File: config.mk
export PLATFORM = sky130hd
export DESIGN_NAME = nic_codec
export DESIGN_NICKNAME = d
export VERILOG_FILES = /design/src/hdl/nic_pkg.sv /design/src/hdl/nic_codec.sv
export SDC_FILE = /design/constraint.sdc
export NUM_CORES = 1
export LEC_CHECK = 0
export ABC_AREA = 1
export BUFFER_PORTS_ARGS = -buffer_cell sky130_fd_sc_hd__buf_2
export CORE_AREA = 5 5 325 327
export DETAILED_ROUTE_END_ITERATION = 8
export DIE_AREA = 0 0 330 332
export HOLD_SLACK_MARGIN = 0.02
export PLACE_DENSITY_LB_ADDON = 0.2
export SYNTH_ARGS = -nofsm -noshare
export SYNTH_HDL_FRONTEND = slang
export SYNTH_SLANG_ARGS = --single-unit
File: constraint.sdc
create_clock -name clock_i -period 1.6 [get_ports clock_i]
set_input_delay 0.24 -clock clock_i [delete_from_list [all_inputs] [get_ports clock_i]]
set_output_delay 0.24 -clock clock_i [all_outputs]
set_load 0.02 [all_outputs]
File: src/hdl/nic_pkg.sv
// nic_pkg: constants and carrier types for the name identifier codec
// assumes: 128-bit name held as word0 in bits 127:96 down to word3 in bits 31:0
package nic_pkg;

  localparam int NIC_NAME_W   = 128;
  localparam int NIC_CODE_MSB = 127;
  localparam int NIC_CODE_W   = 4;

  // format codes
  localparam logic [3:0] NIC_FMT_ABSENT  = 4'h0;
  localparam logic [3:0] NIC_FMT_LAN48   = 4'h1;
  localparam logic [3:0] NIC_FMT_LANEXT  = 4'h2;
  localparam logic [3:0] NIC_FMT_LOCAL   = 4'h3;
  localparam logic [3:0] NIC_FMT_REG     = 4'h5;
  localparam logic [3:0] NIC_FMT_REGEXT  = 4'h6;
  localparam logic [3:0] NIC_FMT_EUI_LO  = 4'hC;

  // field positions within the 128-bit name
  localparam int NIC_EXT12_MSB = 123;
  localparam int NIC_PAD12_MSB = 123;
  localparam int NIC_ULA_MSB   = 111;
  localparam int NIC_ULA_LAN0  = 104;
  localparam int NIC_LOCAL_MSB = 123;
  localparam int NIC_ORG_MSB   = 123;
  localparam int NIC_VENDOR_SPECIFIC_ID_MSB  = 99;
  localparam int NIC_VEXT_MSB  = 63;
  localparam int NIC_EUI_ONES  = 127;
  localparam int NIC_EUI_HI    = 125;
  localparam int NIC_EUI_LO    = 119;
  localparam int NIC_EUI_VENDOR_SPECIFIC_ID  = 103;

  // field widths
  localparam int NIC_EXT12_W = 12;
  localparam int NIC_ULA_W   = 48;
  localparam int NIC_LOCAL_W = 60;
  localparam int NIC_ORG_W   = 24;
  localparam int NIC_VENDOR_SPECIFIC_ID_W  = 36;
  localparam int NIC_VEXT_W  = 64;
  localparam int NIC_EUIV_W  = 40;
  localparam int NIC_EUIH_W  = 6;
  localparam int NIC_EUIL_W  = 16;
  localparam int NIC_LANB_W  = 2;

  // lan bit position inside the address, eui marker width
  localparam int NIC_ULA_LANB   = 40;
  localparam int NIC_EUI_ONES_W = 2;

  typedef struct packed {
    logic [3:0]   name_format_code;
    logic [11:0]  vendor_ext12;
    logic [47:0]  universal_lan_address;
    logic [59:0]  local_value;
    logic [23:0]  registered_org_id;
    logic [35:0]  vendor_specific_id;
    logic [63:0]  vendor_id_ext;
    logic [39:0]  eui_vendor_id;
  } nic_fields_type;

  typedef struct packed {
    logic long_name;
    logic absent;
    logic unsupported;
    logic world_wide;
    logic lan_bit_error;
  } nic_flags_type;

  typedef struct packed {
    nic_fields_type fields;
    nic_flags_type  flags;
  } nic_decoded_type;

  typedef struct packed {
    logic [127:0]  name;
    nic_flags_type flags;
  } nic_encoded_type;

endpackage

File: src/hdl/nic_codec.sv
// nic_codec: encodes and decodes 64/128-bit name identifiers, one cycle each way
// assumes: login/link service logic on clock_i drives strobes and fields
`timescale 1ns/1ps

module nic_codec
  import nic_pkg::*;
(
  input  wire logic            clock_i,
  input  wire logic            rst_n_i,
  input  wire logic            ce_i,
  input  wire logic            dec_valid_i,
  input  wire logic [127:0]    dec_name_i,
  input  wire logic            enc_valid_i,
  input  wire nic_fields_type  enc_fields_i,
  output logic                 dec_valid_o,
  output nic_decoded_type      dec_out_o,
  output logic                 enc_valid_o,
  output nic_encoded_type      enc_out_o
);

  typedef enum logic [2:0] {
    NIC_CLS_ABSENT = 3'h0,
    NIC_CLS_LAN48  = 3'h1,
    NIC_CLS_LANEXT = 3'h3,
    NIC_CLS_LOCAL  = 3'h2,
    NIC_CLS_REG    = 3'h6,
    NIC_CLS_REGEXT = 3'h7,
    NIC_CLS_EUI    = 3'h5,
    NIC_CLS_RSVD   = 3'h4
  } nic_class_type;

  // classify a format code
  function automatic nic_class_type classify(input logic [3:0] code);
    nic_class_type cls;
    cls = NIC_CLS_RSVD;
    if (code >= NIC_FMT_EUI_LO)
      cls = NIC_CLS_EUI;
    else
    begin
      case (code)
        NIC_FMT_ABSENT: cls = NIC_CLS_ABSENT;
        NIC_FMT_LAN48:  cls = NIC_CLS_LAN48;
        NIC_FMT_LANEXT: cls = NIC_CLS_LANEXT;
        NIC_FMT_LOCAL:  cls = NIC_CLS_LOCAL;
        NIC_FMT_REG:    cls = NIC_CLS_REG;
        NIC_FMT_REGEXT: cls = NIC_CLS_REGEXT;
        default:        cls = NIC_CLS_RSVD;
      endcase
    end
    return cls;
  endfunction

  // status flags shared by both directions
  function automatic nic_flags_type make_flags(input nic_class_type cls,
                                               input logic lan_bad);
    nic_flags_type f;
    f.long_name     = (cls == NIC_CLS_REGEXT);
    f.absent        = (cls == NIC_CLS_ABSENT);
    f.unsupported   = (cls == NIC_CLS_RSVD);
    f.world_wide    = (cls == NIC_CLS_LAN48) || (cls == NIC_CLS_LANEXT)
                      || (cls == NIC_CLS_REG);
    f.lan_bit_error = lan_bad;
    return f;
  endfunction

  // ---------------- decode path ----------------
  wire logic [3:0]    dec_code  = dec_name_i[NIC_CODE_MSB -: NIC_CODE_W];
  wire nic_class_type dec_cls   = classify(dec_code);
  wire logic [11:0]   dec_ext12 = dec_name_i[NIC_EXT12_MSB -: NIC_EXT12_W];
  wire logic [47:0]   dec_ula   = dec_name_i[NIC_ULA_MSB -: NIC_ULA_W];
  wire logic [1:0]    dec_lanb  = dec_name_i[NIC_ULA_LAN0 +: NIC_LANB_W];
  wire logic          dec_is_lan = (dec_cls == NIC_CLS_LAN48)
                                   || (dec_cls == NIC_CLS_LANEXT);
  wire logic          dec_pad_bad = (dec_cls == NIC_CLS_LAN48)
                                    && (dec_ext12 != '0);
  wire logic          dec_lan_bad = (dec_is_lan && (dec_lanb != '0))
                                    || dec_pad_bad;
  wire logic [23:0]   dec_eui_org = {dec_name_i[NIC_EUI_HI -: NIC_EUIH_W],
                                     {(NIC_ORG_W-NIC_EUIH_W-NIC_EUIL_W){1'h0}},
                                     dec_name_i[NIC_EUI_LO -: NIC_EUIL_W]};

  nic_decoded_type dec_nxt;
  always_comb
  begin
    dec_nxt       = '0;
    dec_nxt.flags = make_flags(dec_cls, dec_lan_bad);
    dec_nxt.fields.name_format_code = dec_code;
    case (dec_cls)
      NIC_CLS_LAN48:
      begin
        dec_nxt.fields.universal_lan_address = dec_ula;
      end
      NIC_CLS_LANEXT:
      begin
        dec_nxt.fields.vendor_ext12          = dec_ext12;
        dec_nxt.fields.universal_lan_address = dec_ula;
      end
      NIC_CLS_LOCAL:
      begin
        dec_nxt.fields.local_value =
          dec_name_i[NIC_LOCAL_MSB -: NIC_LOCAL_W];
      end
      NIC_CLS_REG, NIC_CLS_REGEXT:
      begin
        dec_nxt.fields.registered_org_id =
          dec_name_i[NIC_ORG_MSB -: NIC_ORG_W];
        dec_nxt.fields.vendor_specific_id =
          dec_name_i[NIC_VENDOR_SPECIFIC_ID_MSB -: NIC_VENDOR_SPECIFIC_ID_W];
        if (dec_cls == NIC_CLS_REGEXT)
          dec_nxt.fields.vendor_id_ext =
            dec_name_i[NIC_VEXT_MSB -: NIC_VEXT_W];
      end
      NIC_CLS_EUI:
      begin
        dec_nxt.fields.registered_org_id = dec_eui_org;
        dec_nxt.fields.eui_vendor_id =
          dec_name_i[NIC_EUI_VENDOR_SPECIFIC_ID -: NIC_EUIV_W];
      end
      default:
      begin
        // absent or reserved: fields other than the format code stay zero
        dec_nxt.fields.name_format_code = dec_code;
      end
    endcase
  end

  // ---------------- encode path ----------------
  wire logic [3:0]    enc_code = enc_fields_i.name_format_code;
  wire nic_class_type enc_cls  = classify(enc_code);
  wire logic [47:0]   enc_ula_raw = enc_fields_i.universal_lan_address;
  wire logic          enc_is_lan  = (enc_cls == NIC_CLS_LAN48)
                                    || (enc_cls == NIC_CLS_LANEXT);
  wire logic          enc_lan_bad = enc_is_lan
                        && (enc_ula_raw[NIC_ULA_LANB +: NIC_LANB_W] != '0);
  // group and local bits of byte 0 forced clear
  wire logic [47:0]   enc_ula  = {enc_ula_raw[NIC_ULA_W-1 : NIC_ULA_LANB+NIC_LANB_W],
                                  {NIC_LANB_W{1'h0}},
                                  enc_ula_raw[NIC_ULA_LANB-1:0]};
  wire logic [23:0]   enc_org  = enc_fields_i.registered_org_id;

  nic_encoded_type enc_nxt;
  always_comb
  begin
    enc_nxt       = '0;
    enc_nxt.flags = make_flags(enc_cls, enc_lan_bad);
    enc_nxt.name[NIC_CODE_MSB -: NIC_CODE_W] = enc_code;
    case (enc_cls)
      NIC_CLS_LAN48:
      begin
        enc_nxt.name[NIC_ULA_MSB -: NIC_ULA_W] = enc_ula;
      end
      NIC_CLS_LANEXT:
      begin
        enc_nxt.name[NIC_EXT12_MSB -: NIC_EXT12_W] =
          enc_fields_i.vendor_ext12;
        enc_nxt.name[NIC_ULA_MSB -: NIC_ULA_W] = enc_ula;
      end
      NIC_CLS_LOCAL:
      begin
        enc_nxt.name[NIC_LOCAL_MSB -: NIC_LOCAL_W] =
          enc_fields_i.local_value;
      end
      NIC_CLS_REG, NIC_CLS_REGEXT:
      begin
        enc_nxt.name[NIC_ORG_MSB -: NIC_ORG_W] = enc_org;
        enc_nxt.name[NIC_VENDOR_SPECIFIC_ID_MSB -: NIC_VENDOR_SPECIFIC_ID_W] =
          enc_fields_i.vendor_specific_id;
        if (enc_cls == NIC_CLS_REGEXT)
          enc_nxt.name[NIC_VEXT_MSB -: NIC_VEXT_W] =
            enc_fields_i.vendor_id_ext;
      end
      NIC_CLS_EUI:
      begin
        enc_nxt.name[NIC_EUI_ONES -: NIC_EUI_ONES_W] = {NIC_EUI_ONES_W{1'h1}};
        enc_nxt.name[NIC_EUI_HI -: NIC_EUIH_W] =
          enc_org[NIC_ORG_W-1 -: NIC_EUIH_W];
        enc_nxt.name[NIC_EUI_LO -: NIC_EUIL_W] = enc_org[NIC_EUIL_W-1:0];
        enc_nxt.name[NIC_EUI_VENDOR_SPECIFIC_ID -: NIC_EUIV_W] = enc_fields_i.eui_vendor_id;
      end
      default:
      begin
        // absent keeps a zero value, reserved emits the code only
        enc_nxt.name[NIC_CODE_MSB -: NIC_CODE_W] = enc_code;
      end
    endcase
  end

  // ---------------- output registers ----------------
  logic            dec_valid_r;
  logic            enc_valid_r;
  nic_decoded_type dec_out_r;
  nic_encoded_type enc_out_r;

  always_ff @(posedge clock_i or negedge rst_n_i)
  begin
    if (!rst_n_i)
    begin
      dec_valid_r <= 1'b0;
      enc_valid_r <= 1'b0;
    end
    else if (ce_i)
    begin
      dec_valid_r <= dec_valid_i;
      enc_valid_r <= enc_valid_i;
    end
  end

  // results hold until the next accepted strobe
  always_ff @(posedge clock_i or negedge rst_n_i)
  begin
    if (!rst_n_i)
    begin
      dec_out_r <= '0;
      enc_out_r <= '0;
    end
    else if (ce_i)
    begin
      if (dec_valid_i)
        dec_out_r <= dec_nxt;
      if (enc_valid_i)
        enc_out_r <= enc_nxt;
    end
  end

  assign dec_valid_o = dec_valid_r;
  assign dec_out_o   = dec_out_r;
  assign enc_valid_o = enc_valid_r;
  assign enc_out_o   = enc_out_r;

endmodule

==> impl_metrics.toml <==
[min_path]
hp-start = "dec_name_i[127]"
hold_path.class = "input pin to flip-flop"
hold_end = "dec_out_o[3]"
min_path_cells = 5

[layout]
fillers = 11130
num-nets-final = 3832
synthToLayoutAreaGrowth_pct = 64.1
multi_input_area_mm2 = 0.00645
finish.utilization = 0.297
regArea_mm2 = 0.0107
layout-drive-gt1-share = 0.323
stdcell_count = 4844

[placement]
place_inst = 4417
port_buffers = 848
hpwl_um = 68500
gp_congestion = 0.838

[setup_path]
crit_path_max_fanout = 4
crit_required_ns = 2.20
crit_arrival_ns = 2.20
critPathLaunchType = "input pin"
worstReg2RegStart = "enc_out_o[1]"
r2r_end = "enc_out_o[1]"
r2r_cells = 3
startpoint = "dec_name_i[126]"
cp-end-kind = "flip-flop"
reg2reg_slack_ns = 0.38
crit_type = "input pin to flip-flop"

[cts]
clkLatencyLatePin_ns = 0.64
cts_tree = "built"
cts_root_buffer = "clkbuf_16"
cts_max_level = 2
cts_sinks = 428
clockBufferDepth = 3
cts_made_buffers = 56
path_clk_slew_ns = 0.06

[global_routing]
grt_pass1_vias = 20160
antenna_found_initial = 16
grt_util_met1 = 0.185
grt_max_degree = 72
grt_use_met2 = 0.281
grt_busiest_layer = "met2"
gr-usage-met3 = 0.0423
grt.total_usage = 0.158
overflow = 0
grt_pass1_wl_um = 132000

[pwr]
pwr-share-clk = 0.451
comb_power_share = 0.167
seqPwrFrac = 0.382
ir_drop_uv = 588
internal-power_uw = 22100
switchingPower_uw = 8890
p_leak_uw = 0.0166
powerDensity_mw_per_mm2 = 1020
switching_share = 0.287

[timing]
fin_ws_ns = -0.000624
fin_tns_setup_ns = -0.000624
fmax_ghz = 0.625
max_slew_margin = 0.680
tightest_slew_ns = 0.480
hold_viol_final = 0
holdWs_ns = 0.0825
rsz0062_at_grt = "true"
period_minus_slack_ns = 1.60
setup_viol_count_final = 1
slew_viol_final = 0
post-route-period-util = 1.00
skew_ns = 0

[die]
io_pins = 849
row_count = 118
initial_utilization = 0.181
die_w_um = 330
die-area_mm2 = 0.110
coreArea_mm2 = 0.103
die_y_um = 332

[route]
routed_wl_um = 90700
drc = 0
dr.pass1.iters = 5
wl_per_cell_um = 18.7
drtIter0Drc = 1138
viasPerCell = 4.03
vias = 19544
detail-route-antenna-nets = 0

[yosys]
yosysUniqueCellTypes = 28
synth_ff_type = "dfrtp_1"
avgSynthCellArea_um2 = 8.38
yosysSeqAreaShare = 0.577
synth.cell_area_mm2 = 0.0186
synthArstFlopShare = 1.00
netlist_instances = 2216
synth_fp_nets = 2637
synth-seq-cells = 428
yosys_warnings = 0
synth_edf_count = 0

[flow_run]
drv_cap = 0

[outcome]
status = "complete, but fails checks"
violations = "setup timing"
==> metrics by stage <==
step | instance area, um2 | setup slack (ns) | total power, uW
global route | 30500 | -0.0282 | 32400
floorplan | 18600 | 0.445 | 14000
finish | 30500 | -0.000624 | 31000
global placement | 25200 | 0.0243 | 16600
detailed placement | 25200 | 0.0271 | 16600
CTS | 30400 | -0.0301 | 31600
==> layer usage <==
layer,vias up,part of all wire
li1,9431,-
met1,9314,0.39
met2,638,0.50
met3,151,0.070
met4,10,0.034
met5,-,0.00076
==> cells in the mapped netlist (6+ instances only) <==
library cell  number  area, um2
a21oi_1            6       30.0
a22oi_1           20        150
buf_1             12       45.0
buf_2             45        225
buf_4             17        128
buf_6             18        203
clkbuf_1          47        176
dfrtp_1          428      10700
inv_1            172        646
inv_2              7       26.3
nand2_1          847       3180
nand2_2            7       43.8
nand3_1          222       1110
nor2_1            55        206
o21ai_0          167        836
o21ai_1          109        546
o21ai_2           20        175
==> how the worst max path moves through the flow <==
stage                      to  depth (start not counted)
2_1_floorplan     dec_valid_o                          5
3_3_place_gp   dec_out_o[209]                          8
3_5_place_dp    dec_out_o[28]                          7
5_1_grt        dec_out_o[139]                          1
4_1_cts        dec_out_o[139]                          1
6_report        dec_out_o[47]                          9
==> critical path, cell delays in order <==
cell	delay (ns)
dlygate4sd3_1	0.58
buf_6	0.14
nand2_2	0.08
nor3_4	0.23
buf_12	0.14
buf_4	0.12
nand3_1	0.06
nand2_1	0.06
dlygate4sd3_1	0.54
==> power by group through the flow <==
stage	clock network (uW)	registers, uW	logic (uW)
5_1_grt	14900	11900	5640
3_5_place_dp	0	12000	4580
6_report	14000	11800	5180
4_1_cts	14500	11800	5280
3_3_place_gp	0	12000	4580
2_1_floorplan	0	12700	1290
==> flip-flops by register name, summed over array words and instances, names as in the netlist <==
| signal | flops |
|---|---|
| enc_valid_o | 1 |
| dec_out_o | 293 |
| dec_valid_o | 1 |
| enc_out_o | 133 |
==> cell families (layout without fill, tap and decap cells) <==
logic type	Yosys count	count (layout)	share of synthesized area
AO/OA/AOI/OAI	325	325	0.0948
buffers and inverters	319	1560	0.0783
flip-flops	428	428	0.577
other	0	7	0
AND/OR/NAND/NOR	1144	1144	0.250
==> layout by cell type (no fill, tap or decap), drive strengths merged, types with 9 or more instances in the layout <==
master       instances
clkbuf              73
o21ai              296
nor2                61
inv                182
buf                963
clkinv              18
dlygate4sd3        314
a22oi               20
bufinv               9
nand3              222
nand2              855
dfrtp              428
==> timing repair <==
item | 4_1_cts | 5_1_grt
resized for setup | 11 | 5
pin swaps | 0 | 1
endpoints found under the setup margin | 7 | 4
hold endpoints to repair | 825 | 0
hold buffers | 314 | 0
buffers inserted | 0 | 2
==> area by class of cell <==
cell class | count | area share
flip-flops and latches | 428 | 0.352
diodes | 7 | 0.000575
inverters | 179 | 0.0221
multi-input cells | 1469 | 0.211
repair buffers | 1277 | 0.290
clock inverters | 31 | 0.0156
clock buffers | 73 | 0.0523
well taps | 1380 | 0.0566
No activity file was read; power rests on OpenSTA's default activity.
